File: src/verilog/parity_residue_pkg.sv
// Constants, register map and carrier types for the SCSI parity and residue block.
// Assumes a classic Wishbone master with 32-bit data and byte addresses.

package parity_residue_pkg;

  // ----------------------------------------------------------------
  // Register byte offsets
  // ----------------------------------------------------------------
  localparam logic [7:0] OFS_CTRL0   = 8'h00; // scsi_control_zero
  localparam logic [7:0] OFS_CTRL1   = 8'h04; // scsi_control_one
  localparam logic [7:0] OFS_CTRL2   = 8'h08; // scsi_control_two
  localparam logic [7:0] OFS_IEN0    = 8'h0c; // scsi_irq_enable_zero
  localparam logic [7:0] OFS_ISTAT0  = 8'h10; // scsi_irq_status_zero
  localparam logic [7:0] OFS_STAT0   = 8'h14; // scsi_status_zero
  localparam logic [7:0] OFS_STAT1   = 8'h18; // scsi_status_one
  localparam logic [7:0] OFS_STAT2   = 8'h1c; // scsi_status_two
  localparam logic [7:0] OFS_CHIP_TEST_FOUR  = 8'h20; // chip_test_four
  localparam logic [7:0] OFS_CHIP_TEST_FIVE  = 8'h24; // chip_test_five
  localparam logic [7:0] OFS_DMA_STATUS_REG   = 8'h28; // dma_status_reg
  localparam logic [7:0] OFS_DMA_IRQ_ENABLE_REG    = 8'h2c; // dma_irq_enable_reg
  localparam logic [7:0] OFS_FIFOCNT = 8'h30; // fifo_byte_counter
  localparam logic [7:0] OFS_BCOUNT  = 8'h34; // byte_count_reg
  localparam logic [7:0] OFS_RESID   = 8'h38; // residual byte count

  // ----------------------------------------------------------------
  // Field positions
  // ----------------------------------------------------------------
  localparam int B_ATN     = 1; // control zero: attention on error
  localparam int B_CHK     = 3; // control zero: parity_check_enable
  localparam int B_EVEN    = 2; // control one: even_parity_select
  localparam int B_DHP     = 5; // control one: halt_on_error_disable
  localparam int B_WRCV    = 0; // control two: wide residue held
  localparam int B_WIDE    = 3; // control two: 16-bit lanes active
  localparam int B_PIE     = 0; // parity error interrupt enable
  localparam int B_PERR    = 0; // parity error status
  localparam int B_LINE    = 0; // live parity line
  localparam int B_LPAR    = 3; // latched input parity
  localparam int B_SCNT_HI = 4; // status two: sync count bit 4
  localparam int B_SCNT_LO = 4; // status one: sync count bits 7-4
  localparam int B_OLAT    = 5; // output latch full
  localparam int B_OREG    = 6; // output register full
  localparam int B_ILAT    = 7; // input latch full
  localparam int B_MPE     = 3; // chip test four: master parity enable
  localparam int B_FSIZE   = 5; // chip test five: large FIFO select
  localparam int B_MDPE    = 6; // master data parity error

  // ----------------------------------------------------------------
  // Sizes, masks and reset values
  // ----------------------------------------------------------------
  localparam int          FIFO_LANES_DEF   = 4;
  localparam int          FIFO_DEPTH_DEF   = 134;
  localparam int          FIFO_SMALL_BYTES = 88;
  localparam int          CNT_W            = 10;
  localparam logic [31:0] RD_ZERO          = 32'h0000_0000;

  typedef struct packed {
    logic        cyc;
    logic        stb;
    logic        we;
    logic [7:0]  adr;
    logic [3:0]  sel;
    logic [31:0] dat;
  } wb_req_t;

  typedef struct packed {
    logic        ack;
    logic [31:0] dat;
  } wb_rsp_t;

  // Data path occupancy reported by the transfer engine
  typedef struct packed {
    logic [1:0] olat_full;
    logic [1:0] oreg_full;
    logic [1:0] ilat_full;
    logic [4:0] sfifo_cnt;
    logic       wide_res;
  } core_flags_t;

  // Whole state of the block
  typedef struct packed {
    logic [15:0] rx_s1;
    logic [15:0] rx_s2;
    logic [1:0]  rp_s1;
    logic [1:0]  rp_s2;
    logic        stb_s1;
    logic        stb_s2;
    logic        stb_s3;
    logic [15:0] ilat;
    logic [1:0]  txp;
    logic        chk_en;
    logic        atn_en;
    logic        even;
    logic        halt_on_error_disable;
    logic        wide;
    logic        pie;
    logic        mpe;
    logic        fsize;
    logic        mie;
    logic        perr;
    logic        mdpe;
    logic        atn;
    logic        halt;
    logic        pend;
    logic        ack;
    logic [31:0] dat;
  } st_t;

  localparam st_t ST_RST = '0;

endpackage
File: src/verilog/parity_residue.sv
// SCSI parity generation and checking, PCI master parity status and
// data path residue reporting, behind a classic Wishbone slave.
// Assumes the transfer engine and PCI master run on REF_CLK; SCSI pins are
// asynchronous and pass two flip-flops first.
//
// Behaviour
// - Check enabled: received bytes checked for odd parity
// - Always generate parity, even or odd by select
// - Checking disabled: no parity errors reported
// - Initiator with attention enable: raise ATN on error
// - Halt disable clear: halt on any parity error
// - Target with halt disable: halt after transfer ends
// - Parity error status set on every detected error
// - Parity interrupt only when its enable is set
// - Live parity line states readable, active high
// - Odd parity of latched input data per lane
// - Master parity enable gates master phase checking
// - Target reported data parity error sets master status
// - Master error interrupt masked by its enable
// - DMA FIFO four lanes by 134 entries
// - FIFO limit 88 bytes, or 536 when selected
// - Small mode: 7-bit counter, residue masked 7Fh
// - Large mode: 10-bit counter, residue masked 3FFh
// - Output latch full flag per byte lane
// - Output register full flag per byte lane
// - Input latch full flag per byte lane
// - Sync receive FIFO byte count, five bits
// - Wide residue byte held status bit

`timescale 1ns/10ps

module parity_residue
  import parity_residue_pkg::FIFO_LANES_DEF;
  import parity_residue_pkg::FIFO_DEPTH_DEF;
#(
  parameter int FIFO_LANES = FIFO_LANES_DEF,
  parameter int FIFO_DEPTH = FIFO_DEPTH_DEF
) (
  input  wire logic                            REF_CLK,
  input  wire logic                            RST,
  input  wire logic                            CE,
  input  wire parity_residue_pkg::wb_req_t     WB_REQ,
  output parity_residue_pkg::wb_rsp_t          WB_RSP,
  input  wire logic [15:0]                     RX_DATA,
  input  wire logic                            RX_STROBE,
  input  wire logic [1:0]                      PARITY_LINE_I,
  output logic [1:0]                           PARITY_LINE_O,
  output logic [1:0]                           PARITY_LINE_OE,
  input  wire logic                            TX_DRIVE,
  input  wire logic                            TX_LOAD,
  input  wire logic [15:0]                     TX_DATA,
  input  wire logic                            INITIATOR,
  input  wire logic                            XFER_END,
  output logic                                 ATTENTION_OUTPUT,
  output logic                                 HALT_OUT,
  input  wire logic                            PCI_DATA_PHASE,
  input  wire logic                            PCI_PERR_SEEN,
  output logic                                 IRQ,
  input  wire logic [9:0]                      FIFO_COUNT,
  input  wire logic [23:0]                     BYTE_COUNT,
  input  wire parity_residue_pkg::core_flags_t CORE_FLAGS,
  output logic [9:0]                           FIFO_LIMIT
);
  import parity_residue_pkg::*;

  // ----------------------------------------------------------------
  // Elaboration checks
  // ----------------------------------------------------------------
  localparam int FIFO_BYTES = FIFO_LANES * FIFO_DEPTH;

  // The offset counter is ten bits wide, so the FIFO may not exceed it
  if (FIFO_LANES < 1 || FIFO_BYTES < FIFO_SMALL_BYTES || FIFO_BYTES >= (1 << CNT_W)) begin : g_bad
    $error("FIFO size not served by a ten-bit offset counter");
  end

  // ----------------------------------------------------------------
  // State and lane logic
  // ----------------------------------------------------------------
  st_t        q;
  st_t        n;
  logic [1:0] rx_mis;
  logic [1:0] tx_par;
  logic [1:0] lat_par;
  logic [1:0] lane_on;
  logic       rx_ev;
  logic       perr_ev;
  logic       mdp_ev;
  logic       req;
  logic       wr;
  logic       clr_perr;
  logic       clr_mdpe;
  logic [6:0] res_small;
  logic [9:0] res_large;
  logic [9:0] residue;
  logic [7:0] tx_lo;

  assign tx_lo = TX_DATA[7:0];

  // High lane only counts while the bus is 16 bits wide
  assign lane_on = {q.wide, 1'b1};

  // Per-lane parity: check, generate and latched value
  for (genvar l = 0; l < 2; l++) begin : g_lane
    assign rx_mis[l]  = lane_on[l] & ~(^{q.rx_s2[8*l +: 8], q.rp_s2[l]});
    assign tx_par[l]  = q.even ? (^TX_DATA[8*l +: 8]) : ~(^TX_DATA[8*l +: 8]);
    assign lat_par[l] = ~(^q.ilat[8*l +: 8]);
  end

  // Strobe edge from the synchronised copy, never the first stage
  assign rx_ev   = q.stb_s2 & ~q.stb_s3;
  assign perr_ev = rx_ev & q.chk_en & (|rx_mis);
  assign mdp_ev  = q.mpe & PCI_DATA_PHASE & PCI_PERR_SEEN;

  // Bus decode: a write lands at the edge where ack is sampled
  assign req      = WB_REQ.cyc & WB_REQ.stb;
  assign wr       = req & q.ack & WB_REQ.we & WB_REQ.sel[0];
  assign clr_perr = wr & (WB_REQ.adr == OFS_ISTAT0) & WB_REQ.dat[B_PERR];
  assign clr_mdpe = wr & (WB_REQ.adr == OFS_DMA_STATUS_REG) & WB_REQ.dat[B_MDPE];

  // Residue, with the mask that the FIFO size selects
  assign res_small = FIFO_COUNT[6:0] - BYTE_COUNT[6:0];
  assign res_large = FIFO_COUNT - BYTE_COUNT[9:0];
  assign residue   = q.fsize ? res_large : {3'h0, res_small};

  // ----------------------------------------------------------------
  // Next state
  // ----------------------------------------------------------------
  always_comb begin
    logic [31:0] rdat;
    rdat = RD_ZERO;
    n    = q;

    // Pin synchronisers
    n.rx_s1  = RX_DATA;
    n.rx_s2  = q.rx_s1;
    n.rp_s1  = PARITY_LINE_I;
    n.rp_s2  = q.rp_s1;
    n.stb_s1 = RX_STROBE;
    n.stb_s2 = q.stb_s1;
    n.stb_s3 = q.stb_s2;

    // Input latch and outgoing parity
    if (rx_ev) begin
      n.ilat = q.rx_s2;
    end
    if (TX_LOAD) begin
      n.txp = tx_par;
    end

    // Software clears come first so that a same-cycle event wins
    if (clr_perr) begin
      n.perr = 1'b0;
      n.atn  = 1'b0;
      n.halt = 1'b0;
      n.pend = 1'b0;
    end
    if (clr_mdpe) begin
      n.mdpe = 1'b0;
    end

    // SCSI parity error reaction
    if (perr_ev) begin
      n.perr = 1'b1;
      if (q.atn_en && INITIATOR) begin
        n.atn = 1'b1;
      end
      if (q.halt_on_error_disable && !INITIATOR) begin
        n.pend = 1'b1;
      end else begin
        n.halt = 1'b1;
      end
    end

    // Deferred halt waits for the transfer to close
    if (n.pend && XFER_END) begin
      n.pend = 1'b0;
      n.halt = 1'b1;
    end

    if (mdp_ev) begin
      n.mdpe = 1'b1;
    end

    // Control writes
    if (wr) begin
      unique case (WB_REQ.adr)
        OFS_CTRL0: begin
          n.chk_en = WB_REQ.dat[B_CHK];
          n.atn_en = WB_REQ.dat[B_ATN];
        end
        OFS_CTRL1: begin
          n.even = WB_REQ.dat[B_EVEN];
          n.halt_on_error_disable  = WB_REQ.dat[B_DHP];
        end
        OFS_CTRL2:  n.wide  = WB_REQ.dat[B_WIDE];
        OFS_IEN0:   n.pie   = WB_REQ.dat[B_PIE];
        OFS_CHIP_TEST_FOUR: n.mpe   = WB_REQ.dat[B_MPE];
        OFS_CHIP_TEST_FIVE: n.fsize = WB_REQ.dat[B_FSIZE];
        OFS_DMA_IRQ_ENABLE_REG:   n.mie   = WB_REQ.dat[B_MDPE];
        default: ;
      endcase
    end

    // Read mux; unmapped offsets read zero
    unique case (WB_REQ.adr)
      OFS_CTRL0: begin
        rdat[B_CHK] = q.chk_en;
        rdat[B_ATN] = q.atn_en;
      end
      OFS_CTRL1: begin
        rdat[B_EVEN] = q.even;
        rdat[B_DHP]  = q.halt_on_error_disable;
      end
      OFS_CTRL2: begin
        rdat[B_WRCV] = CORE_FLAGS.wide_res;
        rdat[B_WIDE] = q.wide;
      end
      OFS_IEN0:   rdat[B_PIE]  = q.pie;
      OFS_ISTAT0: rdat[B_PERR] = q.perr;
      OFS_STAT0: begin
        rdat[B_LINE] = q.rp_s2[0];
        rdat[B_OLAT] = CORE_FLAGS.olat_full[0];
        rdat[B_OREG] = CORE_FLAGS.oreg_full[0];
        rdat[B_ILAT] = CORE_FLAGS.ilat_full[0];
      end
      OFS_STAT1: begin
        rdat[B_LPAR]             = lat_par[0];
        rdat[B_SCNT_LO +: 4]     = CORE_FLAGS.sfifo_cnt[3:0];
      end
      OFS_STAT2: begin
        rdat[B_LINE]     = q.rp_s2[1];
        rdat[B_LPAR]     = lat_par[1];
        rdat[B_SCNT_HI]  = CORE_FLAGS.sfifo_cnt[4];
        rdat[B_OLAT]     = CORE_FLAGS.olat_full[1];
        rdat[B_OREG]     = CORE_FLAGS.oreg_full[1];
        rdat[B_ILAT]     = CORE_FLAGS.ilat_full[1];
      end
      OFS_CHIP_TEST_FOUR: rdat[B_MPE] = q.mpe;
      OFS_CHIP_TEST_FIVE: begin
        rdat[B_FSIZE] = q.fsize;
        rdat[1:0]     = q.fsize ? FIFO_COUNT[9:8] : 2'h0;
      end
      OFS_DMA_STATUS_REG: rdat[B_MDPE] = q.mdpe;
      OFS_DMA_IRQ_ENABLE_REG:  rdat[B_MDPE] = q.mie;
      // Small mode shows only seven counter bits
      OFS_FIFOCNT: rdat[7:0] = q.fsize ? FIFO_COUNT[7:0] : {1'b0, FIFO_COUNT[6:0]};
      OFS_BCOUNT:  rdat[23:0] = BYTE_COUNT;
      OFS_RESID:   rdat[9:0]  = residue;
      default: ;
    endcase

    // One wait state, then ack for exactly one cycle
    n.ack = req & ~q.ack;
    if (req && !q.ack) begin
      n.dat = rdat;
    end
  end

  // ----------------------------------------------------------------
  // State register
  // ----------------------------------------------------------------
  // Clock enable freezes everything, the bus handshake included
  always_ff @(posedge REF_CLK or posedge RST) begin
    if (RST) begin
      q <= ST_RST;
    end else if (CE) begin
      q <= n;
    end
  end

  // ----------------------------------------------------------------
  // Outputs
  // ----------------------------------------------------------------
  assign WB_RSP.ack       = q.ack;
  assign WB_RSP.dat       = q.dat;
  assign PARITY_LINE_O    = q.txp;
  // High lane parity is driven only on a wide bus
  assign PARITY_LINE_OE   = {TX_DRIVE & q.wide, TX_DRIVE};
  assign ATTENTION_OUTPUT = q.atn;
  assign HALT_OUT         = q.halt;
  assign IRQ              = (q.perr & q.pie) | (q.mdpe & q.mie);
  assign FIFO_LIMIT       = q.fsize ? 10'(FIFO_BYTES) : 10'(FIFO_SMALL_BYTES);
endmodule

File: config.mk
export PLATFORM = sky130hd
export DESIGN_NAME = parity_residue
export DESIGN_NICKNAME = d
export VERILOG_FILES = /design/src/verilog/parity_residue_pkg.sv /design/src/verilog/parity_residue.sv
export SDC_FILE = /design/constraint.sdc
export NUM_CORES = 1
export LEC_CHECK = 0
export BUFFER_PORTS_ARGS = -buffer_cell sky130_fd_sc_hd__buf_4
export CAP_MARGIN = 20
export CORE_MARGIN = 2
export CORE_UTILIZATION = 51
export CTS_CLUSTER_DIAMETER = 50
export DETAILED_ROUTE_END_ITERATION = 7
export GPL_TIMING_DRIVEN = 0
export PLACE_DENSITY = 0.86
export SLEW_MARGIN = 20
export SYNTH_ARGS = -nofsm -noshare
export SYNTH_HDL_FRONTEND = slang
export SYNTH_SLANG_ARGS = --single-unit
File: constraint.sdc
create_clock -name REF_CLK -period 3.5 [get_ports REF_CLK]
set_clock_uncertainty 0.2 [all_clocks]
set_input_delay 0.525 -clock REF_CLK [delete_from_list [all_inputs] [get_ports REF_CLK]]
set_output_delay 0.525 -clock REF_CLK [all_outputs]
set_load 0.01 [all_outputs]
==> run summary <==
The region available for standard cell placement spans 10700 um2. The category of the worst setup path launch point was an input port. The number of clock buffers added by TritonCTS is 9. In this run the worst setup path terminates at WB_RSP[8]. In this design, the stage delay of the slowest critical-path cell is 450 ps. At the end of the flow, the number of nets in the layout was 823.

The detailed-routing iteration count for the pre-antenna-repair pass is 4. For this block, the initial DRC count from the detailed router was 245. The logs give 61 for the number of distinct library cells after synthesis and 21.72 mm for the wire length of the first global-routing pass. The tools report the smallest setup slack after layout as 1112 ps. Input and output buffers added on the ports amount to 138.

Measured along the y axis, the die boundary spans 108.3 um. Leading register cell type out of synthesis: dfrtp_1. Post-synthesis sequential area ratio: 43.34%. Setup violations remaining at the end of the flow were counted as 0.

Of all nets on the critical path, the largest fanout is 3. Of the total power, combinational logic draws 31.7%. The switching power came out at 0.0009704 W. In this run switching power makes up 30.68% of total power. Once the clock tree was built, the setup fixing pass inserted 0 buffers. The logs give 0 for the initial antenna violation count and 4392 for the vias after detailed routing. After synthesis the cells add up to 5543 um2.

VDD sags by at most 389.2 uV. For the post-cts sizing count, the log shows 0. The die width is 108.3 um.

Cell internal power was estimated by the tool at 0.002192 W. The run finished with clean final reports. The fraction of layout cells with a size suffix above 1 works out to 40.97%.

In this run the worst setup path begins at FIFO_COUNT[0]. In this run the deepest clock path goes through 2 buffers. The post-route fraction of the period consumed by the critical path was 68.24%.

The signal on the critical path passes through buf_4, inv_1, ha_1, fa_1, nor2b_1, o21a_1, o21ai_1, a221oi_1, nor3_1, o31ai_1. From synthesis to final layout, the design area changed by 27.34%. The type of element capturing the critical path is a register. For the pin with the worst max-slew slack, the measured transition is 631.2 ps. The run gives 96 as the total number of clock tree sinks. The path class of the tightest hold or removal check is input port to register. The run gives 4464 as the number of global-route vias before repair. After detailed routing, the number of remaining DRC violations is 0. The areal power density over the cells is 448.1 nW/um2, and the area of the die is 11720 um2. The count of flip-flops with a built-in enable after synthesis came out at 0. The internal reg-to-reg setup slack was 1330 ps. The count of buffering cells on the critical path with inverters included came out at 2. The classification of the worst setup path was input port to register. Counting buffers and inverters, the worst setup path is 10 cells deep. Clock tree synthesis selected as its root buffer the cell clkbuf_8. After detailed routing, the total wire length is 13.95 mm. At the end of routability-driven placement, the weighted congestion stood at 0.8676. Sequential cells account for 44.0% of the total power. TritonCTS built the clock tree.

The clock share of power is 24.3%. Category of cells accounting for the largest share of critical-path delay: compound AO/OA/AOI/OAI gates. The logs give 0 for the number of warnings reported in the yosys synthesis log and 187 for the number of I/O pins. The tools report the fraction of the core area covered by cells at the end of the flow as 65.98%.

Adding up every negative setup slack in the final design gives 0 ps. The share of flip-flops with an asynchronous set or reset after synthesis is 100.0%, and the count of standard-cell rows is 38. In this run the remaining antenna-violating nets after routing total 0. Counting the fill cells in the layout gives 847. Timing analysis after detailed placement gives a worst setup slack of 766.0 ps.

STA puts the critical path data arrival time at 2470 ps. The run gives 0 as the total global routing overflow. The slowest stage of the critical path is the a221oi_1 cell. Number of vias per cell after detailed routing: 5.350. The total inserted antenna cells was 0; the clock-pin slew on the worst setup and hold paths was 100 ps.

The synthesized instance count was 511; the total of flip-flops plus latches after synthesis was 96. Averaged over all synthesized cells, the footprint is 10.85 um2. Count of pins over their slew limit: 0. Setup repair after global routing left no endpoint under its margin.

At the later pin of the worst-skew pair, clock insertion delay measures 370 ps. Derived from the worst setup path, the maximum achievable clock frequency is 0.4187 GHz. The run gives 57.59% as the normalized max-slew margin. The smallest clock period supported by the final layout is computed as 2388 ps. The clock tree synthesis step divided the H-tree into 3 levels.

The run gives 24.06% as the aggregate global-route resource usage. The endpoint identified for the worst register-to-register timing path is HALT_OUT. The startpoint identified for the worst register-to-register timing path is q[82]. Once the floorplan was initialized, standard cells occupied 51.81% of the core.

The maximum number of pins on one net before global-route repair was 62; the static leakage was 3.347 nW. At the worst endpoint, the required time is 3580 ps. For the max-cap violation count, the log shows 0. The detailed-route wire length per cell came out at 17.00 um. Detailed placement finished with a half-perimeter wire length of 10.95 mm. Cell depth of the worst flop-to-flop path: 6. The number of hold violations in the final report is 0.
-- sequential cells by signal, summed over array words and instances, names as in the netlist --
signal and flops:
WB_RSP 25, n 20, ATTENTION_OUTPUT 1, HALT_OUT 1, q 46, PARITY_LINE_O 2, lane_on 1
-- Yosys cell counts, types with 7 or more instances --
library cell,n,area (um2)
inv_1,20,75.07
xnor2_1,35,306.5
xor2_1,11,96.34
a31oi_1,8,50.05
clkbuf_1,7,26.28
nor2_1,23,86.33
nand2_1,27,101.4
mux2i_1,13,130.1
buf_2,9,45.04
nand3_1,7,35.03
o21ai_0,9,45.04
ha_1,9,112.6
a21oi_1,8,40.04
buf_4,45,337.8
nor3_1,10,50.05
a22o_1,16,140.1
o21ai_1,9,45.04
mux2_2,60,675.7
dfrtp_1,96,2402
o21a_1,7,52.55
-- how the worst min path moves through the flow --
stage                 end      startpoint  cells after the start
2_1_floorplan   WB_RSP[1]       WB_RSP[1]                      2
3_3_place_gp    WB_RSP[1]       WB_RSP[1]                      2
4_1_cts        WB_RSP[14]  BYTE_COUNT[14]                      2
3_5_place_dp    WB_RSP[3]       WB_RSP[3]                      2
6_report       WB_RSP[14]  BYTE_COUNT[14]                      2
5_1_grt        WB_RSP[16]  BYTE_COUNT[16]                      2
-- power by group through the flow --
stage                     clock network, W  registers (W)  logic [W]
after detailed placement                 0        0.00141   0.000998
after global routing              0.000820        0.00141    0.00109
after floorplan                          0        0.00137   0.000734
after global placement                   0        0.00140   0.000963
final                             0.000769        0.00139    0.00100
after CTS                         0.000783        0.00139    0.00101
-- cell families (layout without fill, tap and decap cells) --
kind of cell / after synthesis / after routing / synth area share (%)
XOR/XNOR: 47 / 47 / 7.675
AND/OR/NAND/NOR: 107 / 107 / 10.61
multiplexers: 79 / 79 / 15.76
buffers and inverters: 86 / 242 / 9.436
AO/OA/AOI/OAI: 84 / 84 / 10.65
other: 2 / 16 / 0.1355
adder cells (fa/ha/maj): 10 / 10 / 2.393
flip-flops: 96 / 96 / 43.34
-- cell type report --
class	count	area [um2]	share of cell area, %
timing repair buffer	140	1074	15.21
multi-input combinational	343	2670	37.83
buffer	66	447.9	6.346
sequential	96	2402	34.04
tap	140	175.2	2.482
clock inverter	6	83.83	1.188
inverter	20	77.57	1.099
clock buffer	10	127.6	1.808
-- timing repair --
action	4_1_cts	5_1_grt
hold endpoints to repair	35	0
hold buffers	1	0
setup endpoints to repair	0	0
-- per-layer routing --
metal  part of all wire (%)  vias to the layer above  GRT usage (%)
li1                       -                     2078              -
met1                     40                     2135          29.23
met2                     51                      159          42.99
met3                    7.1                       20          5.003
met4                    1.7                        0          7.234
met5                      0                        -              0
-- cells in the final DEF, fill, tap and decap left out, types with 3 or more instances in the layout --
cell type / instances
buf_4: 183
o21ai_0: 9
xor2_1: 11
and2_1: 3
inv_1: 19
nand3_1: 7
o21ai_1: 9
nor3_1: 10
ha_1: 9
nor2b_1: 3
a31oi_1: 8
nor2_1: 23
conb_1: 16
mux2_1: 6
nand2_1: 27
mux2_2: 60
or3_1: 5
clkbuf_1: 8
o21a_1: 7
and3_1: 4
clkbuf_8: 11
o22ai_1: 4
buf_2: 9
buf_1: 3
dfrtp_1: 96
nand4_1: 4
mux2i_1: 13
a21oi_1: 8
a22o_1: 16
a22oi_1: 4
xnor2_1: 35
-- through the flow --
| stage | power [W] | instance area [um2] | std cells | hold slack, ps |
|---|---|---|---|---|
| detailed placement | 0.002410 | 6837 | 804 | 285.0 |
| global placement | 0.002362 | 6807 | 803 | 272.6 |
| floorplan | 0.002107 | 5595 | 525 | 256.8 |
| CTS | 0.003186 | 7058 | 821 | 154.1 |
| global route | 0.003320 | 7058 | 821 | 151.6 |
| finish | 0.003163 | 7058 | 821 | 165.4 |
(Power assumes the default switching activity.)
